===== config.mk =====
export PLATFORM = sky130hd
export DESIGN_NAME = pmc_mode_ctrl
export DESIGN_NICKNAME = d
export VERILOG_FILES = /design/src/hdl/pmc_pkg.sv /design/src/hdl/pmc_mode_ctrl.sv
export VERILOG_INCLUDE_DIRS = /design/src /design/src/hdl
export SDC_FILE = /design/constraint.sdc
export NUM_CORES = 1
export LEC_CHECK = 0
export BUFFER_PORTS_ARGS = -buffer_cell sky130_fd_sc_hd__buf_2
export CORE_MARGIN = 3
export CORE_UTILIZATION = 30
export CTS_CLUSTER_SIZE = 14
export DETAILED_ROUTE_END_ITERATION = 10
export PLACE_DENSITY_LB_ADDON = 0.3
export SYNTH_ARGS = -nofsm -noshare
export SYNTH_HDL_FRONTEND = slang
export SYNTH_SLANG_ARGS = --single-unit

===== constraint.sdc =====
create_clock -name clk_sys_in -period 4.27 [get_ports clk_sys_in]
set_input_delay 0.854 -clock clk_sys_in [delete_from_list [all_inputs] [get_ports clk_sys_in]]
set_output_delay 0.854 -clock clk_sys_in [all_outputs]
set_load 0.02 [all_outputs]

===== src/hdl/pmc_defines.svh =====
// Purpose: constants of the mode control block
// Assumes: 125 MHz system clock
// Notes: counts derive from times in ns
`ifndef PMC_DEFINES_SVH
`define PMC_DEFINES_SVH

`define PMC_CLK_MHZ 125
`define PMC_INIT_NS 2000
`define PMC_REP_NS 800
`define PMC_SYNC_NS 48
`define PMC_INIT_CYC ((`PMC_INIT_NS*`PMC_CLK_MHZ+999)/1000)
`define PMC_REP_CYC ((`PMC_REP_NS*`PMC_CLK_MHZ+999)/1000)
`define PMC_SYNC_CYC ((`PMC_SYNC_NS*`PMC_CLK_MHZ+999)/1000)

// factory set: framed driver, no flow ctl, break mon, clear rx, 250
`define PMC_PARAM_DEFAULT 16'h1fd0
`define PMC_RX_LIMIT_MIN 8'h01
`define PMC_RX_LIMIT_MAX 8'hfa

`define PMC_CLASS_JOB 8'h05
`define PMC_NUM_MODE 8'h02
`define PMC_CLASS_ABORT 8'h1e
`define PMC_NUM_ABORT 8'h0d
`define PMC_CLASS_DIAG 8'h30
`define PMC_STATUS_OK 16'h0000

`endif


===== src/hdl/pmc_pkg.sv =====
// Purpose: types of the mode control block
// Assumes: nothing
// Notes: field layout of the parameter set is packed msb first
package pmc_pkg;

    typedef enum logic [2:0]
    {
        MODE_STOP = 3'b001,
        MODE_REPARAM = 3'b010,
        MODE_RUN = 3'b100
    } pmc_mode_e;

    typedef enum logic [1:0]
    {
        DRV_FRAMED = 2'b00,
        DRV_PLAIN = 2'b01,
        DRV_PRINTER = 2'b10,
        DRV_BAD = 2'b11
    } pmc_drv_e;

    typedef enum logic [1:0]
    {
        JOB_NONE = 2'b00,
        JOB_SEND = 2'b01,
        JOB_RECV = 2'b10,
        JOB_PRINT = 2'b11
    } pmc_job_e;

    typedef struct packed
    {
        pmc_drv_e driver;
        logic flow_ctl;
        logic break_mon;
        logic clr_rx;
        logic [7:0] rx_limit;
        logic [2:0] spare;
    } pmc_param_s;

    typedef struct packed
    {
        logic [7:0] ev_class;
        logic [7:0] ev_num;
    } pmc_status_s;

endpackage


===== src/hdl/pmc_mode_ctrl.sv =====
// Purpose: operating mode, startup and host transition control
// Assumes: host and link strobes synchronous to clk_sys_in
// Notes: rx frames are counted here, payload lives elsewhere
`timescale 1ns/1ps
`default_nettype none
`include "pmc_defines.svh"

// Operation
// - in stop no driver runs; every host job gets a negative acknowledge
// - stop persists until the stop cause has gone
// - re-parameterisation initialises driver with fault lamp lit throughout
// - warm restart flushes frames, cancels host jobs, restarts host link
// - re-parameterisation ends in run, which serves jobs and partner frames
// - power-on loads factory parameters and starts with the framed driver
// - a delivered parameter set replaces the one in use
// - host stop aborts host transfers both ways, then reconnects
// - quiet drivers finish sending; plain driver receives until full
// - re-parameterise only when delivered parameters differ
// - no job runs before startup synchronisation with host finishes
// - a job cut by host stop reports abort after restart
// - link send starts only after the whole host frame arrived
// - option clears rx buffer at host start, else keeps 1..250 frames
// - frame cut by host stop is delivered again when kept
// - raise diagnostic alarm with four bytes of information
// - alarm lights fault lamp; events and errors enter diagnostic buffer
// - send and receive lamps show link activity
// - fault lamp lit at power-on, on faults and re-parameterisation
// - break lights fault lamp if monitored, and the receive lamp
// - status word holds event class and number in separate bytes
module pmc_mode_ctrl
    import pmc_pkg::*;
#(
    parameter int TX_DEPTH = 64,
    parameter int DIAG_DEPTH = 16
)
(
    // clock, reset, enable
    input wire logic clk_sys_in,
    input wire logic resetn_in,
    input wire logic clk_en_in,
    // host mode and parameters
    input wire logic host_run_in,
    input wire logic param_valid_in,
    input wire pmc_param_s param_data_in,
    // host jobs
    input wire logic job_req_in,
    input wire pmc_job_e job_kind_in,
    input wire logic host_wr_in,
    input wire logic [7:0] host_wr_byte_in,
    input wire logic host_wr_last_in,
    input wire logic host_rd_ack_in,
    output logic job_done_out,
    output logic job_err_out,
    output pmc_status_s job_status_out,
    output logic host_rx_frame_out,
    // serial link
    output logic link_tx_valid_out,
    output logic [7:0] link_tx_byte_out,
    output logic link_tx_last_out,
    input wire logic link_tx_ready_in,
    input wire logic link_rx_valid_in,
    input wire logic link_rx_last_in,
    input wire logic line_break_in,
    // faults, lamps, diagnostics
    input wire logic hw_fault_in,
    input wire logic fw_error_in,
    input wire logic [$clog2(DIAG_DEPTH)-1:0] diag_rd_idx_in,
    output logic group_fault_lamp_out,
    output logic tx_lamp_out,
    output logic rx_lamp_out,
    output logic diag_alarm_out,
    output logic [31:0] diag_info_out,
    output logic [15:0] diag_rd_data_out,
    output logic [$clog2(DIAG_DEPTH)-1:0] diag_wr_ptr_out,
    output pmc_mode_e mode_out
);

    localparam int TW = $clog2(TX_DEPTH);
    localparam int DW = $clog2(DIAG_DEPTH);

    function automatic logic par_ok(input pmc_param_s p);
        par_ok = p.driver != DRV_BAD && p.rx_limit >= `PMC_RX_LIMIT_MIN
            && p.rx_limit <= `PMC_RX_LIMIT_MAX;
    endfunction

    pmc_mode_e mode_ff, nxt_mode;
    logic init_ff, par_err_ff, par_chg_ff, host_run_q_ff, synced_ff;
    logic [15:0] tmr_ff;
    logic [15:0] sync_ff;
    pmc_param_s act_par_ff;
    logic pend_ff, abort_snd_ff, abort_rcv_ff;
    pmc_job_e pend_kind_ff;
    logic [7:0] tx_mem [TX_DEPTH];
    logic [TW-1:0] tx_wcnt_ff, tx_len_ff, tx_rcnt_ff;
    logic tx_fill_ff, tx_busy_ff, rx_act_ff, rx_xfer_ff;
    logic [7:0] rx_cnt_ff;
    logic [15:0] dbuf [DIAG_DEPTH];
    logic [3:0] err_q_ff;
    logic stop_cause, enter_rep, host_stop, host_start, quiet;
    logic exec, is_snd, rej, abt, go_snd, go_rcv, tx_done, rx_done;
    logic rx_take, alarm;
    logic [3:0] err_vec;

    assign stop_cause = par_err_ff | (line_break_in & act_par_ff.break_mon);
    assign host_stop = host_run_q_ff & ~host_run_in;
    assign host_start = ~host_run_q_ff & host_run_in;
    assign quiet = (act_par_ff.driver == DRV_PLAIN
        || act_par_ff.driver == DRV_PRINTER) && !act_par_ff.flow_ctl;
    assign is_snd = pend_kind_ff != JOB_RECV;
    assign exec = pend_ff & synced_ff & host_run_in & ~tx_fill_ff
        & ~tx_busy_ff & ~rx_xfer_ff;
    assign rej = exec & (mode_ff != MODE_RUN);
    assign abt = exec & ~rej & (is_snd ? abort_snd_ff : abort_rcv_ff);
    assign go_snd = exec & ~rej & ~abt & is_snd;
    assign go_rcv = exec & ~rej & ~abt & ~is_snd & (rx_cnt_ff != 8'h00);
    assign tx_done = tx_busy_ff & link_tx_valid_out & link_tx_ready_in
        & link_tx_last_out;
    assign rx_done = rx_xfer_ff & host_rd_ack_in & host_run_in;
    assign err_vec = {hw_fault_in, fw_error_in, par_err_ff,
        line_break_in & act_par_ff.break_mon};
    assign alarm = |(err_vec & ~err_q_ff);
    assign enter_rep = nxt_mode == MODE_REPARAM && mode_ff != MODE_REPARAM;
    assign mode_out = mode_ff;
    assign host_rx_frame_out = rx_xfer_ff;

    always_comb
    begin
        nxt_mode = mode_ff;
        unique case (mode_ff)
            MODE_REPARAM:
                if (tmr_ff == 16'h0000)
                    nxt_mode = stop_cause ? MODE_STOP : MODE_RUN;
            MODE_RUN:
                if (stop_cause)
                    nxt_mode = MODE_STOP;
                else if (par_chg_ff)
                    nxt_mode = MODE_REPARAM;
            MODE_STOP:
                if (!stop_cause)
                    nxt_mode = MODE_REPARAM;
            default:
                nxt_mode = MODE_STOP;
        endcase
    end

    always_ff @(posedge clk_sys_in or negedge resetn_in)
    begin
        if (!resetn_in)
        begin
            mode_ff <= MODE_REPARAM;
            init_ff <= 1'b1;
            tmr_ff <= 16'(`PMC_INIT_CYC);
        end
        else if (clk_en_in)
        begin
            mode_ff <= nxt_mode;
            if (init_ff && tmr_ff == 16'h0000)
                init_ff <= 1'b0;
            if (enter_rep)
                tmr_ff <= 16'(`PMC_REP_CYC);
            else if (tmr_ff != 16'h0000)
                tmr_ff <= tmr_ff - 16'h0001;
        end
    end

    always_ff @(posedge clk_sys_in or negedge resetn_in)
    begin
        if (!resetn_in)
        begin
            act_par_ff <= `PMC_PARAM_DEFAULT;
            par_err_ff <= 1'b0;
            par_chg_ff <= 1'b0;
        end
        else if (clk_en_in)
        begin
            par_chg_ff <= 1'b0;
            if (param_valid_in && !par_ok(param_data_in))
                par_err_ff <= 1'b1;
            else if (param_valid_in)
            begin
                par_err_ff <= 1'b0;
                if (param_data_in != act_par_ff)
                begin
                    act_par_ff <= param_data_in;
                    par_chg_ff <= 1'b1;
                end
            end
        end
    end

    always_ff @(posedge clk_sys_in or negedge resetn_in)
    begin
        if (!resetn_in)
        begin
            host_run_q_ff <= 1'b0;
            synced_ff <= 1'b0;
            sync_ff <= 16'(`PMC_SYNC_CYC);
        end
        else if (clk_en_in)
        begin
            host_run_q_ff <= host_run_in;
            if (host_start || host_stop || enter_rep)
            begin
                synced_ff <= 1'b0;
                sync_ff <= 16'(`PMC_SYNC_CYC);
            end
            else if (host_run_in && sync_ff != 16'h0000)
                sync_ff <= sync_ff - 16'h0001;
            else if (host_run_in)
                synced_ff <= 1'b1;
        end
    end

    // jobs are held, not lost, until sync ends
    always_ff @(posedge clk_sys_in or negedge resetn_in)
    begin
        if (!resetn_in)
        begin
            pend_ff <= 1'b0;
            pend_kind_ff <= JOB_NONE;
            abort_snd_ff <= 1'b0;
            abort_rcv_ff <= 1'b0;
            job_done_out <= 1'b0;
            job_err_out <= 1'b0;
            job_status_out <= `PMC_STATUS_OK;
        end
        else if (clk_en_in)
        begin
            job_done_out <= rej | abt | tx_done | rx_done
                | (enter_rep & pend_ff);
            job_err_out <= rej | abt | (enter_rep & pend_ff);
            if (rej)
                job_status_out <= {`PMC_CLASS_JOB, `PMC_NUM_MODE};
            else if (abt || (enter_rep && pend_ff))
                job_status_out <= {`PMC_CLASS_ABORT, `PMC_NUM_ABORT};
            else if (tx_done || rx_done)
                job_status_out <= `PMC_STATUS_OK;
            if (enter_rep || rej || abt || tx_done || rx_done)
                pend_ff <= 1'b0;
            else if (job_req_in && !pend_ff && job_kind_in != JOB_NONE)
            begin
                pend_ff <= 1'b1;
                pend_kind_ff <= job_kind_in;
            end
            if (host_stop && tx_fill_ff)
                abort_snd_ff <= 1'b1;
            else if (abt && is_snd)
                abort_snd_ff <= 1'b0;
            if (host_stop && rx_xfer_ff)
                abort_rcv_ff <= 1'b1;
            else if (abt && !is_snd)
                abort_rcv_ff <= 1'b0;
        end
    end

    always_ff @(posedge clk_sys_in)
    begin
        if (clk_en_in && tx_fill_ff && host_wr_in)
            tx_mem[tx_wcnt_ff] <= host_wr_byte_in;
    end

    always_ff @(posedge clk_sys_in or negedge resetn_in)
    begin
        if (!resetn_in)
        begin
            tx_fill_ff <= 1'b0;
            tx_busy_ff <= 1'b0;
            tx_wcnt_ff <= '0;
            tx_len_ff <= '0;
            tx_rcnt_ff <= '0;
            link_tx_valid_out <= 1'b0;
            link_tx_byte_out <= 8'h00;
            link_tx_last_out <= 1'b0;
        end
        else if (clk_en_in)
        begin
            if (enter_rep || mode_ff == MODE_STOP
                || (host_stop && !quiet))
            begin
                tx_fill_ff <= 1'b0;
                tx_busy_ff <= 1'b0;
                link_tx_valid_out <= 1'b0;
            end
            else if (host_stop)
                tx_fill_ff <= 1'b0;
            else if (go_snd)
            begin
                tx_fill_ff <= 1'b1;
                tx_wcnt_ff <= '0;
            end
            else if (tx_fill_ff && host_wr_in)
            begin
                if (tx_wcnt_ff != TW'(TX_DEPTH - 1))
                    tx_wcnt_ff <= tx_wcnt_ff + 1'b1;
                if (host_wr_last_in)
                begin
                    tx_fill_ff <= 1'b0;
                    tx_busy_ff <= 1'b1;
                    tx_len_ff <= tx_wcnt_ff;
                    tx_rcnt_ff <= '0;
                end
            end
            else if (tx_busy_ff && !link_tx_valid_out)
            begin
                link_tx_valid_out <= 1'b1;
                link_tx_byte_out <= tx_mem[tx_rcnt_ff];
                link_tx_last_out <= tx_rcnt_ff == tx_len_ff;
                tx_rcnt_ff <= tx_rcnt_ff + 1'b1;
            end
            else if (link_tx_valid_out && link_tx_ready_in)
            begin
                link_tx_valid_out <= 1'b0;
                if (link_tx_last_out)
                    tx_busy_ff <= 1'b0;
            end
        end
    end

    // plain driver keeps receiving while host stopped
    assign rx_take = link_rx_valid_in && mode_ff == MODE_RUN
        && (host_run_in || act_par_ff.driver == DRV_PLAIN)
        && rx_cnt_ff < act_par_ff.rx_limit;

    always_ff @(posedge clk_sys_in or negedge resetn_in)
    begin
        if (!resetn_in)
        begin
            rx_cnt_ff <= 8'h00;
            rx_act_ff <= 1'b0;
            rx_xfer_ff <= 1'b0;
        end
        else if (clk_en_in)
        begin
            if (enter_rep)
            begin
                rx_cnt_ff <= 8'h00;
                rx_act_ff <= 1'b0;
            end
            else if (host_start && act_par_ff.clr_rx)
                rx_cnt_ff <= 8'h00;
            else
            begin
                rx_cnt_ff <= rx_cnt_ff + 8'(rx_take & link_rx_last_in)
                    - 8'(rx_done);
                if (rx_take)
                    rx_act_ff <= !link_rx_last_in;
            end
            // cut frame stays queued for resend
            if (enter_rep || host_stop || rx_done)
                rx_xfer_ff <= 1'b0;
            else if (go_rcv)
                rx_xfer_ff <= 1'b1;
        end
    end

    always_ff @(posedge clk_sys_in or negedge resetn_in)
    begin
        if (!resetn_in)
        begin
            err_q_ff <= 4'h0;
            diag_alarm_out <= 1'b0;
            diag_info_out <= 32'h0000_0000;
            diag_wr_ptr_out <= '0;
            diag_rd_data_out <= 16'h0000;
        end
        else if (clk_en_in)
        begin
            err_q_ff <= err_vec;
            diag_alarm_out <= alarm;
            if (alarm)
                diag_info_out <= {16'h0000, 5'h00, mode_ff, 4'h0, err_vec};
            diag_wr_ptr_out <= diag_wr_ptr_out + DW'(alarm)
                + DW'(job_done_out);
            diag_rd_data_out <= dbuf[diag_rd_idx_in];
        end
    end

    // both events may land together, so two slots are written
    always_ff @(posedge clk_sys_in)
    begin
        if (clk_en_in && alarm)
            dbuf[diag_wr_ptr_out] <= {`PMC_CLASS_DIAG, 4'h0, err_vec};
        if (clk_en_in && job_done_out)
            dbuf[diag_wr_ptr_out + DW'(alarm)] <= job_status_out;
    end

    always_ff @(posedge clk_sys_in or negedge resetn_in)
    begin
        if (!resetn_in)
        begin
            group_fault_lamp_out <= 1'b1;
            tx_lamp_out <= 1'b0;
            rx_lamp_out <= 1'b0;
        end
        else if (clk_en_in)
        begin
            group_fault_lamp_out <= init_ff | (mode_ff == MODE_REPARAM)
                | (|err_vec);
            tx_lamp_out <= tx_busy_ff;
            rx_lamp_out <= rx_act_ff | line_break_in;
        end
    end
endmodule
`default_nettype wire


; ---- Yosys cells after proc, flatten, opt, wreduce, memory -nomap -nowiden
; Memory sizes are Yosys's and may differ from the RTL's. A register that Yosys moved wholly into a read port is not among the register bits.
; Index checks and enable logic that the tools add are counted.
[word_totals]
regBits = 130
mem_bits_rw = 768
inputBits = 45
output_inout_bits = 88
wordCells = 281
memories = 2
[classes]
addsub = 8
n_lt_le_gt_ge = 3
n_eq_ne = 21
n_mux = 66
bitwise = 47
reduce_logical = 95
[mem_list]
columns = name, depth, word_bits, rd, rd_ports_with_merged_regs, write_ports, line_no
row1 = tx_mem, 64, 8, 1, 1, 1, pmc_mode_ctrl.sv:93  ; logic [7:0] tx_mem [TX_DEPTH];
row2 = dbuf, 16, 16, 1, 1, 2, pmc_mode_ctrl.sv:97  ; logic [15:0] dbuf [DIAG_DEPTH];
[ops]
columns = op, count
row1 = $mux W16, 7
row2 = $mux W1, 45
row3 = $mux W6, 6
row4 = $reduce_bool A16 Y1, 2
row5 = $sub A16 B1 Y16 const B, 2
row6 = $logic_and A1 B1 Y1, 26
row7 = $reduce_bool A2 Y1, 13
row8 = $and A1 B1 Y1, 22
row9 = $reduce_and A2 Y1, 10
row10 = $reduce_and A6 Y1, 3
row11 = $logic_not A16 Y1, 1
row12 = $mux W8, 2
row13 = $ne A16 B16 Y1, 1
row14 = $mux W3, 5
row15 = $logic_or A1 B1 Y1, 14
row16 = $not A1 Y1, 14
row17 = $add A6 B1 Y6 const B, 2
row18 = $ne A2 B2 Y1 const B, 6
row19 = $reduce_and A3 Y1, 4
row20 = $reduce_bool A3 Y1, 4
row21 = $reduce_and A5 Y1, 2
row22 = $logic_not A1 Y1, 9
row23 = $ne A3 B3 Y1 const B, 3
row24 = $or A1 B1 Y1, 9
row25 = other kinds (23), 28

; ---- Longest topological paths before layout
; Gate-level depths: netlist (run 1).
[depth]
word_depth = 15
depth_mapped = 16
ltp_nobuf = 16

; ---- Worst setup path after synthesis (run 1)
; Ideal clock, no wire load.
[synth_path]
path_kind = input to register
start = in fw_error_in
end = mem dbuf[12][0] (enable)
setup_time_ns = 0.387
arrival_time_ns = 2.928
required_ns = 3.883
path_slack_ns = 0.955
path_stages = 8
path_buffers = 0
cell_sequence = a222oi_1 > o21ai_1 > ha_1 > ha_1 > or3_1 > nor2_1 > inv_1 > o21ai_0
[synth_rtl]
columns = element, line_no
row1 = from (decl), pmc_mode_ctrl.sv:66  ; input wire logic fw_error_in,
row2 = to (decl), pmc_mode_ctrl.sv:97

; ---- Worst setup path after layout (run 1)
[layout_path]
start = reg mode_ff[0] (netlist: mode_out[0])
end = reg rx_cnt_ff[6]
[layout_between]
elab_chain_len = 9
word_cells_on_any_way = 19
classes_between = add/sub: 2 / eq/ne: 5 / mux: 7 / bitwise: 1 / reduce/logical: 4
[layout_rtl]
columns = element, line_no
row1 = from (decl), pmc_mode_ctrl.sv:86  ; pmc_mode_e mode_ff, nxt_mode;
row2 = from (signal assigned), pmc_mode_ctrl.sv:156  ; mode_ff <= nxt_mode;
row3 = $eq A3 B3 Y1, "pmc_mode_ctrl.sv:129, pmc_mode_ctrl.sv:320"
row4 = $logic_and A1 B1 Y1, pmc_mode_ctrl.sv:320  ; assign rx_take = link_rx_valid_in && mode_ff == MODE_RUN
row5 = $logic_and A1 B1 Y1, pmc_mode_ctrl.sv:321  ; && (host_run_in || act_par_ff.driver == DRV_PLAIN)
row6 = $logic_and A1 B1 Y1, pmc_mode_ctrl.sv:322  ; && rx_cnt_ff < act_par_ff.rx_limit;
row7 = $and A1 B1 Y1, pmc_mode_ctrl.sv:343  ; rx_cnt_ff <= rx_cnt_ff + 8'(rx_take & link_rx_last_in)
row8 = $add A8 B1 Y8, pmc_mode_ctrl.sv:343
row9 = $sub A8 B1 Y8, pmc_mode_ctrl.sv:344  ; - 8'(rx_done);
row10 = $mux W8, pmc_mode_ctrl.sv:339  ; else if (host_start && act_par_ff.clr_rx)
row11 = $mux W8 (*), pmc_mode_ctrl.sv:334  ; if (enter_rep)
row12 = to (signal assigned), pmc_mode_ctrl.sv:343
row13 = to (decl), pmc_mode_ctrl.sv:96  ; logic [7:0] rx_cnt_ff;
; Every way passes the cells marked *; elsewhere a longest branch is shown, timed or not.
; A chain may end at the register's enable or synchronous reset.

==> results of run 1 <==
through the flow:
stage,utilization,power (mW),worst slack [ns],hold WS (ns),instances
after floorplan,-,10.6,0.955,0.436,2171
after global placement,0.323,11.5,0.506,0.455,3662
after detailed placement,0.323,11.5,0.397,0.471,3662
after CTS,0.349,18.9,0.766,0.274,3823
after global routing,0.349,19.5,0.498,0.299,3825
final,0.349,18.8,0.777,0.245,3826
critical path: cells and delay by family, from the launching register on:
kind	cells	cell delay, ns
AOI/OAI and AO/OA	6	0.77
xor gates and xnor gates	1	0.14
adders and majority gates	3	0.95
buffers and inverters	2	0.22
DFF	1	0.36
and+or+nand+nor	2	0.92
state kept, by name, summed over array words and instances (netlist names), 7 cells and up:
name              cells
diag_info_out         7
link_tx_byte_out      8
tmr_ff               16
act_par_ff           16
diag_rd_data_out      9
rx_cnt_ff             8
sync_ff              16
tx_mem              512
dbuf                144
Yosys cell counts (all sizes together), types with 13 or more instances:
cell type  count  area share
a21oi         22      0.0033
nor3          23      0.0043
dfrtp        115       0.085
a21o          22      0.0049
buf           99       0.019
a22oi         57       0.013
inv           70      0.0078
and2          14      0.0026
edfxtp       656        0.58
o21ai        115       0.017
clkbuf        51      0.0057
a22o          14      0.0036
mux2          36       0.012
mux2i         68       0.020
nand3         31      0.0046
mux4         141       0.094
xnor2         29      0.0075
ha            29       0.011
nor2         149       0.017
xor2          28      0.0073
nor2b         13      0.0024
nand2        124       0.014
dfstp         19       0.015
and3          44      0.0081
placed cells by master, fill, tap and decap left out, types with 10 or more instances in the layout:
cell type,netlist,routed
mux4_2,141,141
nor2_1,149,149
ha_1,29,29
a21oi_1,22,22
mux2_2,36,36
clkbuf_16,0,87
nand3_1,31,31
clkinv_1,1,14
mux2i_1,68,68
xnor2_1,29,29
edfxtp_1,656,656
inv_1,70,70
and3_1,44,44
nand2_1,123,123
nor3_1,17,17
clkbuf_1,51,21
nor4_1,10,10
conb_1,1,38
o31ai_1,12,11
o21ai_0,113,113
clkinv_2,0,19
a22o_1,14,14
buf_4,58,54
xor2_1,28,28
a22oi_1,57,57
dfstp_2,19,19
nand4_1,11,11
buf_2,20,94
and2_1,12,12
nor2b_1,13,12
dfrtp_1,115,113
a21o_1,22,22
kinds of logic after synthesis:
family	count (synthesis)
buffers and inverters	221
AOI/OAI and AO/OA	322
muxes	245
other	1
adders and majority gates	30
DFF	790
xor gates and xnor gates	57
and+or+nand+nor	468
worst min-delay path by stage:
stage                                 to  slack (ns)  cells after the start
floorplan                      tmr_ff[8]        0.44                      1
global placement               tmr_ff[8]        0.45                      1
detailed placement             tmr_ff[8]        0.47                      1
CTS                 diag_rd_data_out[13]        0.27                      1
global route            diag_info_out[8]        0.30                      1
finish                  diag_info_out[8]        0.25                      1
area by class of cell:
cell class | instances | area, µm² | share of cell area
antenna | 2 | 5.00 | 0.000129
timing repair buffer | 154 | 987 | 0.0254
clock buffer | 111 | 2300 | 0.0592
inverter | 71 | 267 | 0.00687
tap | 1488 | 1860 | 0.0480
multi-input combinational | 1160 | 9780 | 0.252
clock inverter | 50 | 517 | 0.0133
sequential | 790 | 23100 | 0.595
metal layers:
layer | share of wire | global-route usage | vias up
li1 | - | - | 8494
met4 | 0.023 | 0.0411 | 0
met1 | 0.43 | 0.195 | 9846
met2 | 0.48 | 0.242 | 665
met3 | 0.067 | 0.0292 | 130
met5 | 0 | 0 | -
power groups by stage:
stage / Sequential (mW) / Clock [mW] / Combinational [mW]
after floorplan: 9.20 / 0 / 1.43
after global placement: 9.24 / 0 / 2.21
after detailed placement: 9.25 / 0 / 2.27
after CTS: 9.10 / 7.56 / 2.28
after global routing: 9.14 / 7.90 / 2.48
final: 9.10 / 7.39 / 2.27
==> metrics, run 1 <==
Max clock buf depth=3; max cap viols=0; element type at the critical path end=register; Max-slew headroom=0.138; vias in the first global route=19.5k; Critical Path Slowest Stage Cell=or3b_1; post-synthesis mux area share=0.126; Rows=122; cell-internal power=13.8 mW; wire per inst=22.4 µm; xor/xnor share of the synthesized area=0.0148; CTS clk-pin slew, worst paths=0.06 ns; post-synthesis simple-gate area fraction=0.0685; gpl congestion=0.889; Post-DP Area=36,000 µm²; Die Width=342 µm; Reg2Reg Launch Point=mode_out[0]; clock group share of total power=0.394; post-route clock period utilization=0.818; Syn Inst Count=2,134; IO Count=133; CTS Root Cell=clkbuf_16; GRT Total Usage=0.146; Yosys reg bits=790; Netlist cell types=80; final hold violations=0; sw frac=0.265; Synth warnings=0; dpl hpwl=57.3 mm; DRT antenna net count=0; Area Growth Syn to Fin=14.8%; adder-cell area share of the yosys netlist=0.0113; vias per cell=5.00; crit-path cells=buf_4 > or3b_1 > nor4b_1 > o2111ai_1 > ha_1 > inv_1 > ha_1 > fa_1 > a21oi_1 > o21bai_1 > a21oi_1 > o21bai_1 > xnor2_1 > o22ai_1; cell area after layout=38,800 µm²; Final Critical Period=3.49 ns; fillers=10.5k; Detailed Route Iter0 Violations=1,721; R2R Setup Slk=0.78 ns; initial antenna violation count=5; sequential area share after synthesis=0.683; H-tree depth=3; post-CTS sizing=0; EDFF count, synth=656; crit path max fanout=10; CTS Hold Bufs=0; status=finished, final reports clean; ratio of cells with drive above 1 in the final layout=0.215; grt ovf=0; clock tree from TritonCTS=done; crit path DAT=3.99 ns; TritonCTS Buffers=87; Setup violations, final=0; Initial Utilization=0.304; share of synthesized flip-flops with an asynchronous set or reset=0.170; top_reg_cell synth=edfxtp_1; Hold Path Class=in2async; crit path capture=rx_cnt_ff[6]; Cell Area, Synth=33,800 µm²; Clk Latency, worst-skew pair=0.67 ns; sw power=4.97 mW; Vias=19.1k; Setup crit start=mode_out[0]; Worst Skew=0.0534 ns; VDD IR max=0.322 mV; final WL=85.9 mm; Fmax=286 MHz; nets=2,339; CP Class=reg2reg; area of the die=117,000 µm²; max incr delay on CP=0.46 ns; pins over their slew limit=0; Die Ht=342 µm; Clock Sink Count=790; Mean Syn Cell Area=15.8 µm²; main combinational cell family by area after synthesis=multiplexers; Flop pwr share=0.485; Core ar.=111,000 µm²; critical path required time=4.76 ns; RSZ-0062 raised after global routing=false; reg2reg end=rx_cnt_ff[6]; Post-CTS Setup Bufs=0; first-pass GRT wire length=129 mm; crit start category=register; Synth Area in Compound Gates=0.0640; Comb pwr share=0.121; DRT Pass-1 Iters=5; # DRC=0; port bufs=94; Setup TNS=0 ns; Static Leak=13.3 nW; Register-to-Register Path Depth=14; pwr dens=483 nW/µm²; worst-margin pin slew=1.28 ns; largest net degree at the start of global routing=88
(Power assumes the default switching activity.)
==> run 2: changes to the inputs <==
Clock period 4.27 ns to 3.04 ns, I/O delays scaled along.
==> metrics, run 2 (synthesized netlist as in run 1, its figures left out) <==
ratio of cells with drive above 1 in the final layout=0.276 (+0.0608); VDD IR max=0.518 mV (+61%); pins over their slew limit=0 (unchanged); Area Growth Syn to Fin=19.2%; nets=2,505 (+7.1%); crit start category=register; Die Ht=342 µm (unchanged); CTS clk-pin slew, worst paths=0.06 ns (about the same); Worst Skew=0.0245 ns (-0.0289 ns); Setup crit start=act_par_ff[4]; most frequent cells in the layout=edfxtp_1, buf_4, nor2_1; post-route clock period utilization=1.00 (+0.186); Reg2Reg Launch Point=act_par_ff[4]; failing checks=negative setup slack; # DRC=0 (unchanged); DRT Pass-1 Iters=5 (unchanged); critical path required time=3.55 ns (-1.21 ns); fin util=0.362 (+0.0133); wire per inst=21.5 µm (-4.0%); pwr dens=664 nW/µm² (+37%); H-tree depth=3 (unchanged); area of the die=117,000 µm² (unchanged); Final Critical Period=3.05 ns (-0.441 ns); reg2reg end=rx_cnt_ff[6]; final hold violations=0 (unchanged); element type at the critical path end=register; largest register by flop count=tx_mem; Max-slew headroom=0.0862 (-0.0521); final hold slack=0.207 ns (-0.0379 ns); first-pass GRT wire length=129 mm (+0.37%); Max clock buf depth=3 (unchanged); grt ovf=0 (unchanged); Initial Utilization=0.304 (unchanged); RSZ-0062 raised after global routing=true; vias in the first global route=20.2k (+3.2%); commonest non-fill, non-tap cell in the layout=edfxtp_1; largest net degree at the start of global routing=65 (-26%); max cap viols=0 (unchanged); setup ws final=-0.0118 ns (-0.789 ns); critical hold path startpoint=param_data_in[2]; CTS Root Cell=clkbuf_16; dpl hpwl=58.4 mm (+1.9%); Place WS=-0.226 ns (-0.624 ns); Die Width=342 µm (unchanged); TritonCTS Buffers=87 (unchanged); status=finished, violations left; Fmax=328 MHz (+14%); Setup violations, final=1 (+1); max incr delay on CP=0.54 ns (+0.08 ns); Static Leak=14.2 nW (+6.6%); CP Class=reg2reg; vias per cell=4.94 (-1.2%); Clk Latency, worst-skew pair=0.66 ns (about the same); worst-margin pin slew=1.37 ns (+0.0862 ns); Core ar.=111,000 µm² (unchanged); final WL=85.9 mm (about the same); GRT Total Usage=0.146 (-0.000160); Antenna Cells=0 (-2); crit-path cells=inv_2 > ha_4 > a21o_1 > a21o_1 > a21oi_2 > o2111ai_2 > ha_2 > inv_2 > ha_4 > fa_2 > a21oi_2 > o21bai_1 > a21oi_1 > o21bai_1 > xnor2_1 > o22ai_1; R2R Setup Slk=-0.01 ns (-0.79 ns); Register-to-Register Path Depth=16 (+2); Critical Path Slowest Stage Cell=dfstp_2; Detailed Route Iter0 Violations=1,639 (-4.8%); max reg flops=512 (unchanged); gpl congestion=0.869 (-2.3%); initial antenna violation count=2 (-3); crit path max fanout=2 (-8); Clock Sink Count=790 (unchanged); Worst Hold Path EP=act_par_ff[2]; port bufs=94 (unchanged); IO Count=133 (unchanged); crit path DAT=3.57 ns (-0.42 ns); Vias=19.7k (+2.9%); clock tree from TritonCTS=done; Worst Hold Path Cells=2; Rows=122 (unchanged); DRT antenna net count=0 (unchanged); Largest regs=tx_mem x512, dbuf x144; Hold Path Class=in2reg
==> run 2: per-stage QoR <==
stage	std cells	total power [mW]	TNS [ns]	instance area, µm²
finish	3987	26.7	-0.0118	40300
global route	3987	27.9	-0.346	40300
CTS	3986	27.0	-0.0902	40200
detailed placement	3813	16.4	-3.89	37200
global placement	3813	16.3	-0.907	37200
floorplan	2171	15.0	-0.00381	34000
==> run 2: how the worst max path moves through the flow <==
stage                         endpoint  cells past startpoint
final                     rx_cnt_ff[6]                     16
after global routing      rx_cnt_ff[6]                     15
after CTS                 rx_cnt_ff[6]                     16
after detailed placement  rx_cnt_ff[6]                     16
after global placement    rx_cnt_ff[6]                     16
after floorplan           rx_cnt_ff[6]                     16
==> run 2: what timing repair did <==
item                                    in CTS  in global routing
buffers inserted                            14                  1
pin swaps                                   17                 15
hold buffers                                 1                  0
hold endpoints to repair                    47                  0
resized for setup                           10                 11
endpoints found under the setup margin       3                  4
==> run 2: area by class of cell <==
class | count | area [µm²]
Tap cell | 1488 | 1860
Multi-Input combinational cell | 1160 | 9890
Inverter | 71 | 267
Clock inverter | 56 | 587
Sequential cell | 790 | 23100
Clock buffer | 102 | 2250
Timing Repair Buffer | 320 | 2340
Fill cell | 10404 | 71000
==> run 2: where the power goes <==
group	internal (mW)	switching, mW	total (mW)
sequential	12.3	0.396	12.7
clock	6.11	4.35	10.5
combinational	1.35	2.24	3.58
total	19.8	6.98	26.7
==> run 2: worst max-delay path, delay by kind of cell (launching register included) <==
| family | cells | cell delay, ns |
|---|---|---|
| XOR/XNOR | 1 | 0.14 |
| flip-flops | 1 | 0.54 |
| buffers and inverters | 2 | 0.09 |
| AO/OA/AOI/OAI | 9 | 1.13 |
| adder cells (fa/ha/maj) | 4 | 1.03 |
==> run 2: routing by layer <==
layer  global-route usage  vias to the layer above  wire (µm)
li1                     -                     8809          -
met1                0.198                    10198      37800
met2                0.235                      556      40600
met3               0.0287                      133       5080
met4               0.0496                        0       2460
met5                    0                        -          0
